<file path="config.mk">
export PLATFORM = sky130hd
export DESIGN_NAME = shp_device_flat
export DESIGN_NICKNAME = d
export VERILOG_FILES = /design/src/core/shp_pkg.sv /design/src/core/shp_if.sv /design/src/core/shp_device.sv /design/src/flat_wrapper.sv
export SDC_FILE = /design/constraint.sdc
export NUM_CORES = 1
export LEC_CHECK = 0
export ABC_AREA = 1
export ABC_CLOCK_PERIOD_IN_PS = 4330
export BUFFER_PORTS_ARGS = -buffer_cell sky130_fd_sc_hd__buf_2
export CAP_MARGIN = 5
export CORE_ASPECT_RATIO = 1.4
export CORE_MARGIN = 4
export CORE_UTILIZATION = 40
export CTS_CLUSTER_DIAMETER = 150
export DETAILED_ROUTE_END_ITERATION = 7
export PLACE_DENSITY = 0.64
export RECOVER_POWER = 25
export SYNTH_ARGS = -nofsm -noshare
export SYNTH_HDL_FRONTEND = slang
export SYNTH_SLANG_ARGS = --single-unit
</file>
<file path="constraint.sdc">
create_clock -name core_clk_i -period 4.33 [get_ports core_clk_i]
set_input_delay 0.866 -clock core_clk_i [delete_from_list [all_inputs] [get_ports core_clk_i]]
set_output_delay 0.866 -clock core_clk_i [all_outputs]
set_load 0.01 [all_outputs]
</file>
<file path="src/core/shp_pkg.sv">
package shp_pkg;

  // ----------------------------------------------------------------
  // Register locations
  // ----------------------------------------------------------------
  localparam logic [2:0] LOC_DATA = 3'h0;
  localparam logic [2:0] LOC_CMD = 3'h1;
  localparam logic [2:0] LOC_MODE = 3'h2;
  localparam logic [2:0] LOC_STATUS = 3'h5;
  localparam logic [2:0] LOC_SEND = 3'h5;
  localparam logic [2:0] LOC_TRECV = 3'h6;
  localparam logic [2:0] LOC_IN = 3'h6;
  localparam logic [2:0] LOC_IRECV = 3'h7;
  localparam logic [2:0] LOC_CLEAR = 3'h7;

  // ----------------------------------------------------------------
  // Field positions and reset value
  // ----------------------------------------------------------------
  localparam int CMD_DBUS = 0;
  localparam int MODE_ARB = 0;
  localparam int MODE_DMA = 1;
  localparam int MODE_EOPINT = 3;
  localparam int MODE_PINT = 4;
  localparam int MODE_PCHK = 5;
  localparam int MODE_BLK = 7;
  localparam logic [7:0] REG_RESET = 8'h00;

  // ----------------------------------------------------------------
  // Timing
  // ----------------------------------------------------------------
  localparam int CLK_PERIOD_PS = 4000;
  localparam int STROBE_MIN_PS = 12000;
  localparam int STROBE_CYC = (STROBE_MIN_PS + CLK_PERIOD_PS - 1) / CLK_PERIOD_PS;
  localparam logic [1:0] STROBE_LAST = 2'(STROBE_CYC - 1);

  // ----------------------------------------------------------------
  // Types
  // ----------------------------------------------------------------
  typedef enum {DMA_OFF, DMA_SEND, DMA_RECV} shp_dma_dir_type;
  typedef enum {HST_IDLE, HST_STROBE, HST_GAP} shp_host_state_type;

endpackage

</file>
<file path="src/core/shp_if.sv">
`timescale 1ns/1ps
interface shp_if (
  input wire logic core_clk_i
);
  logic cs_n;
  logic [2:0] reg_select_lines;
  logic rd_n;
  logic wr_n;
  logic chip_reset_n;
  logic [7:0] d_to_dev;
  logic [7:0] d_from_dev;
  logic d_from_dev_oe;
  logic intr;
  logic dma_request;
  logic dma_grant_strobe_n;
  logic ready;
  logic end_of_process_n;

  modport dev (
    input cs_n, reg_select_lines, rd_n, wr_n, chip_reset_n, d_to_dev, dma_grant_strobe_n, end_of_process_n,
    output d_from_dev, d_from_dev_oe, intr, dma_request, ready
  );
  modport hst (
    output cs_n, reg_select_lines, rd_n, wr_n, chip_reset_n, d_to_dev, dma_grant_strobe_n, end_of_process_n,
    input d_from_dev, d_from_dev_oe, intr, dma_request, ready
  );
endinterface

</file>
<file path="src/core/shp_device.sv">
`timescale 1ns/1ps
// Contract
// - Host access only while chip select asserted.
// - Grant plus read returns captured input register.
// - Grant plus write loads outgoing data latch.
// - Chip reset clears registers, SCSI reset untouched.
// - Interrupt output raised on error or event.
// - Request only in DMA mode, register ready.
// - Request drops when grant is asserted.
// - DMA controller uses grant instead of select.
// - Block ready high when able, low until sent.
// - End of process terminates the DMA block.
// - Controller flags end with final byte.
// - Odd parity always generated; checking optional.
// - DB7 highest priority; arbitration parity invalid.
// - Register bits inverted versus active-low bus.
// - Eight locations, some differ read versus write.
// - Outgoing latch transparent, holds end-of-write value.
// - Software loads ID bits before arbitration.
// - Location 0 read shows live bus, parity checked.
// - Chip reset leaves every register zero.
// - DMA cycles ignore select lines, steer automatically.
module shp_device
  import shp_pkg::*;
(
  // Clock and reset
  input wire logic core_clk_i,
  input wire logic srst_i,
  // Processor and DMA port
  shp_if.dev hp,
  // SCSI data pins, active low, open drain
  input wire logic [7:0] scsi_db_n_i,
  input wire logic scsi_dbp_n_i,
  output logic [7:0] scsi_db_n_o,
  output logic [7:0] scsi_db_oe_o,
  output logic scsi_dbp_n_o,
  output logic scsi_dbp_oe_o,
  // SCSI byte sequencing and arbitration
  input wire logic scsi_byte_done_i,
  output logic scsi_byte_go_o,
  output logic arb_won_o
);

  // ----------------------------------------------------------------
  // Access decode
  // ----------------------------------------------------------------
  logic rst;
  logic rd_sel;
  logic wr_sel;
  logic dma_rd;
  logic dma_wr;
  logic rd_sel_q_r;
  logic dma_rd_q_r;
  logic dma_wr_q_r;
  logic rd_start;
  logic dma_wr_end;
  logic dma_rd_end;
  logic wr_first;
  logic wr_sel_q_r;

  assign rst = srst_i | ~hp.chip_reset_n;
  assign rd_sel = ~hp.cs_n & ~hp.rd_n;
  assign wr_sel = ~hp.cs_n & ~hp.wr_n;
  assign dma_rd = ~hp.dma_grant_strobe_n & ~hp.rd_n;
  assign dma_wr = ~hp.dma_grant_strobe_n & ~hp.wr_n;
  assign rd_start = rd_sel & ~rd_sel_q_r;
  assign wr_first = wr_sel & ~wr_sel_q_r;
  assign dma_wr_end = dma_wr_q_r & ~dma_wr;
  assign dma_rd_end = dma_rd_q_r & ~dma_rd;

  always_ff @(posedge core_clk_i) begin
    if (rst) begin
      rd_sel_q_r <= 1'b0;
      wr_sel_q_r <= 1'b0;
      dma_rd_q_r <= 1'b0;
      dma_wr_q_r <= 1'b0;
    end else begin
      rd_sel_q_r <= rd_sel;
      wr_sel_q_r <= wr_sel;
      dma_rd_q_r <= dma_rd;
      dma_wr_q_r <= dma_wr;
    end
  end

  // ----------------------------------------------------------------
  // SCSI pin synchroniser
  // ----------------------------------------------------------------
  logic [8:0] bus_s1_r;
  logic [8:0] bus_s2_r;
  logic [7:0] live_db;
  logic live_par;

  always_ff @(posedge core_clk_i) begin
    if (rst) begin
      bus_s1_r <= 9'h1ff;
      bus_s2_r <= 9'h1ff;
    end else begin
      bus_s1_r <= {scsi_dbp_n_i, scsi_db_n_i};
      bus_s2_r <= bus_s1_r;
    end
  end

  assign live_db = ~bus_s2_r[7:0];
  assign live_par = ~bus_s2_r[8];

  // ----------------------------------------------------------------
  // Control registers
  // ----------------------------------------------------------------
  logic [7:0] out_latch_r;
  logic [7:0] cmd_r;
  logic [7:0] mode_r;

  // Written every strobe cycle, so the latch follows the bus and keeps what was there last.
  always_ff @(posedge core_clk_i) begin
    if (rst) begin
      out_latch_r <= REG_RESET;
    end else if (dma_wr) begin
      out_latch_r <= hp.d_to_dev;
    end else if (wr_sel && hp.reg_select_lines == LOC_DATA) begin
      out_latch_r <= hp.d_to_dev;
    end
  end

  always_ff @(posedge core_clk_i) begin
    if (rst) begin
      cmd_r <= REG_RESET;
      mode_r <= REG_RESET;
    end else if (wr_sel && hp.reg_select_lines == LOC_CMD) begin
      cmd_r <= hp.d_to_dev;
    end else if (wr_sel && hp.reg_select_lines == LOC_MODE) begin
      mode_r <= hp.d_to_dev;
    end
  end

  // ----------------------------------------------------------------
  // DMA engine
  // ----------------------------------------------------------------
  shp_dma_dir_type dma_dir_r;
  logic eop_done_r;
  logic out_full_r;
  logic in_full_r;
  logic [7:0] captured_in_r;
  logic dma_active;
  logic data_ready;
  logic eop_seen;
  logic recv_capture;

  assign dma_active = mode_r[MODE_DMA] & (dma_dir_r != DMA_OFF) & ~eop_done_r;
  assign eop_seen = (dma_rd | dma_wr) & ~hp.end_of_process_n & dma_active;
  assign recv_capture = scsi_byte_done_i & dma_active & (dma_dir_r == DMA_RECV);

  always_ff @(posedge core_clk_i) begin
    if (rst || !mode_r[MODE_DMA]) begin
      dma_dir_r <= DMA_OFF;
    end else if (wr_first && hp.reg_select_lines == LOC_SEND) begin
      dma_dir_r <= DMA_SEND;
    end else if (wr_first && (hp.reg_select_lines == LOC_TRECV || hp.reg_select_lines == LOC_IRECV)) begin
      dma_dir_r <= DMA_RECV;
    end
  end

  // Termination keeps the mode bit; only a fresh start command reopens the block.
  always_ff @(posedge core_clk_i) begin
    if (rst) begin
      eop_done_r <= 1'b0;
    end else if (eop_seen) begin
      eop_done_r <= 1'b1;
    end else if (wr_first && hp.reg_select_lines >= LOC_SEND) begin
      eop_done_r <= 1'b0;
    end
  end

  always_ff @(posedge core_clk_i) begin
    if (rst || dma_dir_r != DMA_SEND) begin
      out_full_r <= 1'b0;
    end else if (dma_wr_end) begin
      out_full_r <= 1'b1;
    end else if (scsi_byte_done_i) begin
      out_full_r <= 1'b0;
    end
  end

  always_ff @(posedge core_clk_i) begin
    if (rst) begin
      captured_in_r <= REG_RESET;
    end else if (recv_capture) begin
      captured_in_r <= live_db;
    end
  end

  always_ff @(posedge core_clk_i) begin
    if (rst || dma_dir_r != DMA_RECV) begin
      in_full_r <= 1'b0;
    end else if (recv_capture) begin
      in_full_r <= 1'b1;
    end else if (dma_rd_end) begin
      in_full_r <= 1'b0;
    end
  end

  // The delayed strobe terms keep request and ready low in the gap cycle, before the full flags catch up.
  assign data_ready = dma_active & ((dma_dir_r == DMA_SEND) ? (~out_full_r & ~dma_wr_q_r) :
                                    (in_full_r & ~dma_rd_q_r));
  assign hp.dma_request = data_ready & ~mode_r[MODE_BLK] & hp.dma_grant_strobe_n;
  assign hp.ready = data_ready & mode_r[MODE_BLK];
  assign scsi_byte_go_o = out_full_r;

  // ----------------------------------------------------------------
  // Parity check and interrupt
  // ----------------------------------------------------------------
  logic par_err_r;
  logic eop_irq_r;
  logic par_bad;
  logic check_now;
  logic irq_clear;

  // Odd parity: the nine bits together hold an odd number of ones.
  assign par_bad = ~^{live_db, live_par};
  assign check_now = ((rd_start && hp.reg_select_lines == LOC_DATA) || recv_capture) &&
                     mode_r[MODE_PCHK] && !mode_r[MODE_ARB];
  assign irq_clear = rd_start && hp.reg_select_lines == LOC_CLEAR;

  always_ff @(posedge core_clk_i) begin
    if (rst) begin
      par_err_r <= 1'b0;
    end else if (check_now && par_bad) begin
      par_err_r <= 1'b1;
    end else if (irq_clear) begin
      par_err_r <= 1'b0;
    end
  end

  always_ff @(posedge core_clk_i) begin
    if (rst) begin
      eop_irq_r <= 1'b0;
    end else if (eop_seen && mode_r[MODE_EOPINT]) begin
      eop_irq_r <= 1'b1;
    end else if (irq_clear) begin
      eop_irq_r <= 1'b0;
    end
  end

  assign hp.intr = (par_err_r & mode_r[MODE_PINT]) | eop_irq_r;

  // ----------------------------------------------------------------
  // Read path
  // ----------------------------------------------------------------
  logic [7:0] rdata_r;

  always_ff @(posedge core_clk_i) begin
    if (rst) begin
      rdata_r <= REG_RESET;
    end else if (dma_rd) begin
      rdata_r <= captured_in_r;
    end else if (rd_sel) begin
      if (hp.reg_select_lines == LOC_DATA) begin
        rdata_r <= live_db;
      end else if (hp.reg_select_lines == LOC_CMD) begin
        rdata_r <= cmd_r;
      end else if (hp.reg_select_lines == LOC_MODE) begin
        rdata_r <= mode_r;
      end else if (hp.reg_select_lines == LOC_STATUS) begin
        rdata_r <= {2'b00, in_full_r, out_full_r, eop_done_r, par_err_r, hp.intr, data_ready};
      end else if (hp.reg_select_lines == LOC_IN) begin
        rdata_r <= captured_in_r;
      end else begin
        rdata_r <= REG_RESET;
      end
    end
  end

  assign hp.d_from_dev = rdata_r;
  assign hp.d_from_dev_oe = rd_sel | dma_rd;

  // ----------------------------------------------------------------
  // SCSI drive and arbitration
  // ----------------------------------------------------------------
  // Returns the bits strictly above the lowest set bit of the ID.
  function automatic logic [7:0] above_mask(input logic [7:0] id);
    logic [7:0] m;
    logic seen;
    m = 8'h00;
    seen = 1'b0;
    for (int i = 0; i < 8; i++) begin
      m[i] = seen;
      seen = seen | id[i];
    end
    return m;
  endfunction

  // Open drain: with the CMD_DBUS bit set, a one in the latch pulls the line low.
  assign scsi_db_n_o = 8'h00;
  assign scsi_db_oe_o = out_latch_r & {8{cmd_r[CMD_DBUS]}};
  assign scsi_dbp_n_o = 1'b0;
  assign scsi_dbp_oe_o = cmd_r[CMD_DBUS] & ~mode_r[MODE_ARB] & ~^out_latch_r;
  // The lowest set latch bit is the ID; DB7 outranks all others.
  assign arb_won_o = mode_r[MODE_ARB] & (|out_latch_r) & ((live_db & above_mask(out_latch_r)) == 8'h00);

endmodule

</file>
<file path="src/flat_wrapper.sv">
// flat-port wrapper written by rule: the top's interface ports become plain ports
module shp_device_flat import shp_pkg::*;
  (core_clk_i, srst_i, scsi_db_n_i, scsi_dbp_n_i, scsi_db_n_o, scsi_db_oe_o, scsi_dbp_n_o, scsi_dbp_oe_o, scsi_byte_done_i, scsi_byte_go_o, arb_won_o, hp_cs_n, hp_reg_select_lines, hp_rd_n, hp_wr_n, hp_chip_reset_n, hp_d_to_dev, hp_dma_grant_strobe_n, hp_end_of_process_n, hp_d_from_dev, hp_d_from_dev_oe, hp_intr, hp_dma_request, hp_ready);
  shp_if hp_i (.core_clk_i(core_clk_i));
  input wire logic core_clk_i;
  input wire logic srst_i;
  input wire logic [7:0] scsi_db_n_i;
  input wire logic scsi_dbp_n_i;
  output logic [7:0] scsi_db_n_o;
  output logic [7:0] scsi_db_oe_o;
  output logic scsi_dbp_n_o;
  output logic scsi_dbp_oe_o;
  input wire logic scsi_byte_done_i;
  output logic scsi_byte_go_o;
  output logic arb_won_o;
  input wire logic [$bits(hp_i.cs_n)-1:0] hp_cs_n;
  input wire logic [$bits(hp_i.reg_select_lines)-1:0] hp_reg_select_lines;
  input wire logic [$bits(hp_i.rd_n)-1:0] hp_rd_n;
  input wire logic [$bits(hp_i.wr_n)-1:0] hp_wr_n;
  input wire logic [$bits(hp_i.chip_reset_n)-1:0] hp_chip_reset_n;
  input wire logic [$bits(hp_i.d_to_dev)-1:0] hp_d_to_dev;
  input wire logic [$bits(hp_i.dma_grant_strobe_n)-1:0] hp_dma_grant_strobe_n;
  input wire logic [$bits(hp_i.end_of_process_n)-1:0] hp_end_of_process_n;
  output wire logic [$bits(hp_i.d_from_dev)-1:0] hp_d_from_dev;
  output wire logic [$bits(hp_i.d_from_dev_oe)-1:0] hp_d_from_dev_oe;
  output wire logic [$bits(hp_i.intr)-1:0] hp_intr;
  output wire logic [$bits(hp_i.dma_request)-1:0] hp_dma_request;
  output wire logic [$bits(hp_i.ready)-1:0] hp_ready;
  assign hp_i.cs_n = hp_cs_n;
  assign hp_i.reg_select_lines = hp_reg_select_lines;
  assign hp_i.rd_n = hp_rd_n;
  assign hp_i.wr_n = hp_wr_n;
  assign hp_i.chip_reset_n = hp_chip_reset_n;
  assign hp_i.d_to_dev = hp_d_to_dev;
  assign hp_i.dma_grant_strobe_n = hp_dma_grant_strobe_n;
  assign hp_i.end_of_process_n = hp_end_of_process_n;
  assign hp_d_from_dev = hp_i.d_from_dev;
  assign hp_d_from_dev_oe = hp_i.d_from_dev_oe;
  assign hp_intr = hp_i.intr;
  assign hp_dma_request = hp_i.dma_request;
  assign hp_ready = hp_i.ready;
  shp_device u_core (.core_clk_i(core_clk_i), .srst_i(srst_i), .hp(hp_i), .scsi_db_n_i(scsi_db_n_i), .scsi_dbp_n_i(scsi_dbp_n_i), .scsi_db_n_o(scsi_db_n_o), .scsi_db_oe_o(scsi_db_oe_o), .scsi_dbp_n_o(scsi_dbp_n_o), .scsi_dbp_oe_o(scsi_dbp_oe_o), .scsi_byte_done_i(scsi_byte_done_i), .scsi_byte_go_o(scsi_byte_go_o), .arb_won_o(arb_won_o));
endmodule
</file>
==> reports/qor.txt, run 1 <==
status = finished clean
CTS buffer count = 9
Starting Density = 40.93%
# port buffers = 51
Buf/Inv on CP = 3
final WL = 7848 um
area leader, netlist = dfxtp_1
worst path required time = 3.46 ns
Clock Latency Late Sink = 0.36 ns
layout cell share with drive strength beyond 1 = 18.63%
Ant. Diodes = 0
final hold violations = 0
Crit-path slowest cell = dfxtp_1
post-layout min period = 2.714 ns
DIE AREA = 9438 sq um
Worst setup SP type = flop
TritonCTS clock tree = done
Hold Path Class = reg -> reg
max-slew violations = 0
row cnt = 38
Syn-to-layout area delta = 13.61%
Compound-Gate Fraction of Synth Area = 17.16%
die width = 83.26 um
simple-gate area share of the yosys netlist = 26.07%
count leader, synth = nand2_1
setup slack, reg-to-reg = 2.77 ns
Ports = 61
core area = 7750 sq um
Worst EP arrival = 1.85 ns
crit-path leading delay family = simple AND/OR/NAND/NOR gates
Syn. warnings = 0
largest family of logic cells by synthesized area = simple AND/OR/NAND/NOR gates
# resized after CTS = 0
register area share after synthesis = 43.55%
CTS hold repair buffers = 0
Layout Nets = 511
Seq cells post-synth = 69
Final GP Congestion = 0.8767
Die H = 113.4 um
ys async rst share = 0%
Synth Area in XOR/XNOR = 1.105%
antenna-violating nets left = 0
crit-path max cell delay = 0.34 ns
initial antenna violation count = 0
Static Leakage = 1.624 nW
CTS sink count = 69
DR pass1 iterations = 4
GRT Resource Usage Total = 17.15%
WL/cell = 13.46 um
Power, Total = 1.217 mW
critical path peak fanout = 3
CTS root buffer = clkbuf_8
Avg Cell Area, Syn = 7.428 sq um
most frequent cell on the critical path = inv_1
fmax = 0.3685 GHz
WS Path Type = reg -> out
Synth Area in Adders = 1.578%
vias = 2846
Final period util = 62.67%
mux share of post-synthesis cell area = 0%
Distinct cells, synth = 33
DP HPWL = 5954 um
setup TNS = 0 ns
vias in the first global route = 2686
worst setup slack after layout = 1.616 ns
pre-CTS WS = 1.911 ns
Max Cap Viol = 0
drt drc = 0
Slew HR = 37.80%
Main synth FF type = dfxtp_1
RSZ-0062 raised after global routing = no
Max VDD drop = 0.1942 mV
Final Setup Violations = 0
crit end category = output port
largest net degree at the start of global routing = 36
Post-Synthesis Cells = 427
Slew @ Worst Pin = 0.9320 ns
Overflow after GRT = 0
Post-synth top cells = 74 x nand2_1, 69 x dfxtp_1, 52 x inv_1
PD cells = 337.8 nW/um^2
top cell type's share of synthesized area = 43.55%
Clock Pin Slew Worst Setup and Hold Paths = 0.07 ns
H-tree levels = 3
Synth Cell Area = 3172 sq um
clk buf depth = 2
Initial DRC Count = 166
number of synthesized flops with an enable pin = 0
postcts setup bufs = 0
Synth area leaders = dfxtp_1 44%, nand2_1 8.8%, inv_1 6.2%
crit-path cells = inv_1, ha_1, inv_1, nor2_1, nand4_1, o21ai_0, nand3_1, nor3_1, buf_2
first-pass GRT wire length = 12610 um
Final Skew = 0.009469 ns
vias per cell = 4.882
-- power by group --
group,total [mW],switching (mW),internal (mW)
clock,0.467,0.258,0.209
combinational,0.100,0.0648,0.0353
sequential,0.650,0.00556,0.644
-- final cells by class --
type	instances	area, sq um
fillers	843	4146
flip-flops and latches	69	1381
clock buffers	9	123.9
repair buffers	52	254.0
well taps	100	125.1
multi-input cells	291	1460
clock inverters	7	51.30
inverters	55	207.7
-- final timing paths --
kind | from | end | cells past startpoint
max | u_core.out_latch_r[0]$_SDFFE_PP0P_ | arb_won_o | 9
min reg2reg | u_core.bus_s1_r[8]$_SDFF_PP1_ | u_core.bus_s2_r[8]$_SDFF_PP1_ | 1
max reg2reg | u_core.mode_r[1]$_SDFFE_PP0P_ | u_core.captured_in_r[7]$_SDFFE_PP0P_ | 6
min | u_core.bus_s1_r[8]$_SDFF_PP1_ | u_core.bus_s2_r[8]$_SDFF_PP1_ | 1
-- state kept, by name, indices dropped and copies added (netlist names), 2 cells and up --
| signal | count |
|---|---|
| u_core.bus_s1_r | 9 |
| u_core.bus_s2_r | 9 |
| u_core.captured_in_r | 8 |
| u_core.cmd_r | 8 |
| u_core.dma_dir_r | 2 |
| u_core.hp.d_from_dev | 8 |
| u_core.mode_r | 8 |
| u_core.out_latch_r | 8 |
-- per-layer routing --
metal	global-route usage, %	up-vias	wire length (um)
li1	-	1468	-
met1	18.35	1280	3194
met2	29.87	77	3976
met3	4.661	21	346
met4	10.58	0	331
met5	0	-	0
-- through the flow --
step / util (%) / std cells / hold WS, ns / instance area [sq um]
floorplan: - / 435 / 0.3925 / 3202
global placement: 44.74 / 567 / 0.3931 / 3467
detailed placement: 44.74 / 567 / 0.3967 / 3467
CTS: 47.00 / 583 / 0.4159 / 3642
global route: 46.50 / 583 / 0.4270 / 3603
finish: 46.50 / 583 / 0.4145 / 3603
-- layout by cell type (no fill, tap or decap), types with 3 or more instances in the layout --
master    Yosys  layout
nor2_1       49      51
clkbuf_1      7       7
o21bai_1      3       3
inv_1        52      52
buf_2         2      44
o21ai_0      38      38
conb_1        1       9
a21oi_1      37      37
or2_2        20      20
nand2_1      74      76
nand3_1      11      11
nand4_1       7       7
dfxtp_1      69      69
nor3_1        4       4
a22oi_1      12      12
clkbuf_8      0       9
ha_1          4       4
-- cells by family (layout without fill, tap and decap cells) --
group / after synthesis / in the layout
other: 1 / 9
adders and majority gates: 4 / 4
AOI/OAI and AO/OA: 98 / 98
xor gates and xnor gates: 4 / 4
buffers and inverters: 75 / 123
and+or+nand+nor: 176 / 176
DFF: 69 / 69
No activity file was read; power rests on OpenSTA's default activity.
==> run 2, diff against run 1 <==
--- a/config.mk
+++ b/config.mk
@@ -5,8 +5,8 @@
 export SDC_FILE = /design/constraint.sdc
 export NUM_CORES = 1
 export LEC_CHECK = 0
-export ABC_AREA = 1
-export ABC_CLOCK_PERIOD_IN_PS = 4330
+export ABC_AREA = 0
+export ABC_CLOCK_PERIOD_IN_PS = 2700
 export BUFFER_PORTS_ARGS = -buffer_cell sky130_fd_sc_hd__buf_2
 export CAP_MARGIN = 5
 export CORE_ASPECT_RATIO = 1.4
==> constraint.sdc (replaced) <==
create_clock -name core_clk_i -period 2.7 [get_ports core_clk_i]
set_input_delay 0.54 -clock core_clk_i [delete_from_list [all_inputs] [get_ports core_clk_i]]
set_output_delay 0.54 -clock core_clk_i [all_outputs]
set_load 0.01 [all_outputs]
==> run 2 against run 1 <==
Net effect:
- non-clock buffer count is 1 higher
- flip-flop and latch count stayed put
- die area decreased by 0.76%
- core utilization up 0.58 points
==> reports/qor.txt, run 2 <==
fmax = 0.4205 GHz
Avg Cell Area, Syn = 8.886 sq um
Post-Synthesis Cells = 354
Worst EP arrival = 1.84 ns
CTS sink count = 69
commonest cells after routing, fill and taps aside = 69 x dfxtp_1, 57 x nor2_1, 51 x buf_2
Layout Cell Area excl Fill = 3626 sq um
number of synthesized flops with an enable pin = 0
WS Path Type = reg -> out
vias in the first global route = 2542
Clock Pin Slew Worst Setup and Hold Paths = 0.08 ns
Syn-to-layout area delta = 15.27%
# port buffers = 51
setup slack, reg-to-reg = 0.99 ns
Overflow after GRT = 0
Synth area leaders = dfxtp_1 44%, mux2i_1 7.6%, nor2_1 6.8%
drt drc = 0
Final period util = 88.09%
Final Skew = 0.007015 ns
Max Cap Viol = 0
Ports = 61
CTS root buffer = clkbuf_8
Sw Pwr = 0.5308 mW
post-layout min period = 2.378 ns
Distinct cells, synth = 51
PD cells = 568.7 nW/um^2
DP HPWL = 5597 um
core area = 7702 sq um
status = finished clean
Initial DRC Count = 273
layout cell share with drive strength beyond 1 = 24.13%
antenna-violating nets left = 0
DIE AREA = 9367 sq um
Synth Cell Area = 3146 sq um
register area share after synthesis = 43.91%
Static Leakage = 1.503 nW
Final GP Congestion = 0.9744
area leader, netlist = dfxtp_1
P_int = 1.531 mW
worst path required time = 2.16 ns
Syn. warnings = 0
hold_ws = 0.3695 ns
sequential power share = 50.4%
Ant. Diodes = 0
CTS buffer count = 9
fillers = 779
Hold Path Class = in -> reg
ys async rst share = 0%
setup TNS = 0 ns
most common cell after layout, fill and taps aside = dfxtp_1
registers with the most flip-flops = u_core.bus_s1_r: 9 flops, u_core.bus_s2_r: 9 flops
postcts setup bufs = 0
RSZ-0062 raised after global routing = no
WL/cell = 15.32 um
# resized after CTS = 0
top cell type's share of synthesized area = 43.91%
die width = 82.95 um
Gate power share = 7.7%
Clock Latency Late Sink = 0.35 ns
GRT Resource Usage Total = 16.76%
crit end category = output port
Layout Nets = 430
H-tree levels = 3
Die H = 112.9 um
Clock Power Share = 41.9%
Seq cells post-synth = 69
Final Setup Violations = 0
Post-synth top cells = 69 x dfxtp_1, 57 x nor2_1, 30 x a21oi_1
row cnt = 38
Slew @ Worst Pin = 1.070 ns
Core Util, Final = 47.08%
Starting Density = 40.84%
max-slew violations = 0
Max VDD drop = 0.3820 mV
critical path peak fanout = 4
first-pass GRT wire length = 12720 um
vias per cell = 5.283
Worst setup SP type = flop
Main synth FF type = dfxtp_1
Power, Total = 2.062 mW
final hold violations = 0
Area after DPL = 3436 sq um
sw frac = 25.74%
TritonCTS clock tree = done
CTS hold repair buffers = 0
initial antenna violation count = 0
DR pass1 iterations = 5
count leader, synth = dfxtp_1
final WL = 7689 um
vias = 2652
Slew HR = 28.68%
clk buf depth = 2
largest net degree at the start of global routing = 38
==> run 2: cell count changes after synthesis, sizes merged, moves of 6 or more <==
cell    delta
nand2     -66
nand2b     +8
a21oi      -6
o21ai     -31
clkbuf     +6
nand4      -7
inv       -39
nand3      -7
mux2i     +24
==> run 2: layout make-up <==
class,instances,area (sq um),share of cell area [%]
inverter,16,60.06,1.656
clock inverter,7,83.83,2.312
timing repair buffer,53,267.8,7.384
tap,100,125.1,3.451
sequential,69,1381,38.10
multi-input combinational,248,1584,43.69
clock buffer,9,123.9,3.416
==> run 2: logic make-up (layout without fill, tap and decap cells) <==
family,after synthesis,in the layout,synth area share (%)
buf+inv,45,85,6.682
compound gates,74,74,15.63
mux,24,24,7.637
flops,69,69,43.91
other cells,1,9,0.1192
simple gates,127,127,21.20
xor+xnor,10,10,3.222
fa+ha+maj,4,4,1.591
==> run 2: per-stage QoR <==
| step | std cells | worst slack, ns |
|---|---|---|
| after floorplan | 362 | 0.8411 |
| after global placement | 486 | 0.6633 |
| after detailed placement | 486 | 0.6320 |
| after CTS | 502 | 0.2712 |
| after global routing | 502 | 0.1852 |
| final | 502 | 0.3217 |
==> run 2: layer usage <==
| metal | vias up | wire (um) | GRT usage [%] |
|---|---|---|---|
| met5 | - | 0 | 0 |
| met3 | 16 | 447 | 3.642 |
| met1 | 1229 | 3363 | 20.59 |
| li1 | 1294 | - | - |
| met4 | 0 | 182 | 6.979 |
| met2 | 113 | 3695 | 28.37 |
==> run 2: critical path, stage by stage (launching register included) <==
cell and delay [ns]:
dfxtp_1 0.35, or4b_1 0.53, a21oi_1 0.29, and3b_1 0.20, buf_2 0.12
==> run 2: path summary, 6_finish.rpt <==
kind,startpoint,depth (start not counted),endpoint
worst max register to register,u_core.scsi_byte_go_o$_SDFFE_PP0P_,5,u_core.hp.d_from_dev[0]$_SDFFE_PP0P_
worst max-delay path,u_core.scsi_byte_go_o$_SDFFE_PP0P_,4,hp_dma_request
worst min register to register,u_core.bus_s1_r[1]$_SDFF_PP1_,1,u_core.bus_s2_r[1]$_SDFF_PP1_
worst min-delay path,scsi_db_n_i[2],2,u_core.bus_s1_r[2]$_SDFF_PP1_
==> run 2: power groups by stage <==
| stage | Sequential, mW | Combinational [mW] | Clock, mW |
|---|---|---|---|
| 6_report | 1.04 | 0.160 | 0.864 |
| 5_1_grt | 1.04 | 0.177 | 0.934 |
| 4_1_cts | 1.04 | 0.163 | 0.885 |
| 3_5_place_dp | 1.06 | 0.162 | 0 |
| 3_3_place_gp | 1.06 | 0.160 | 0 |
| 2_1_floorplan | 1.06 | 0.123 | 0 |
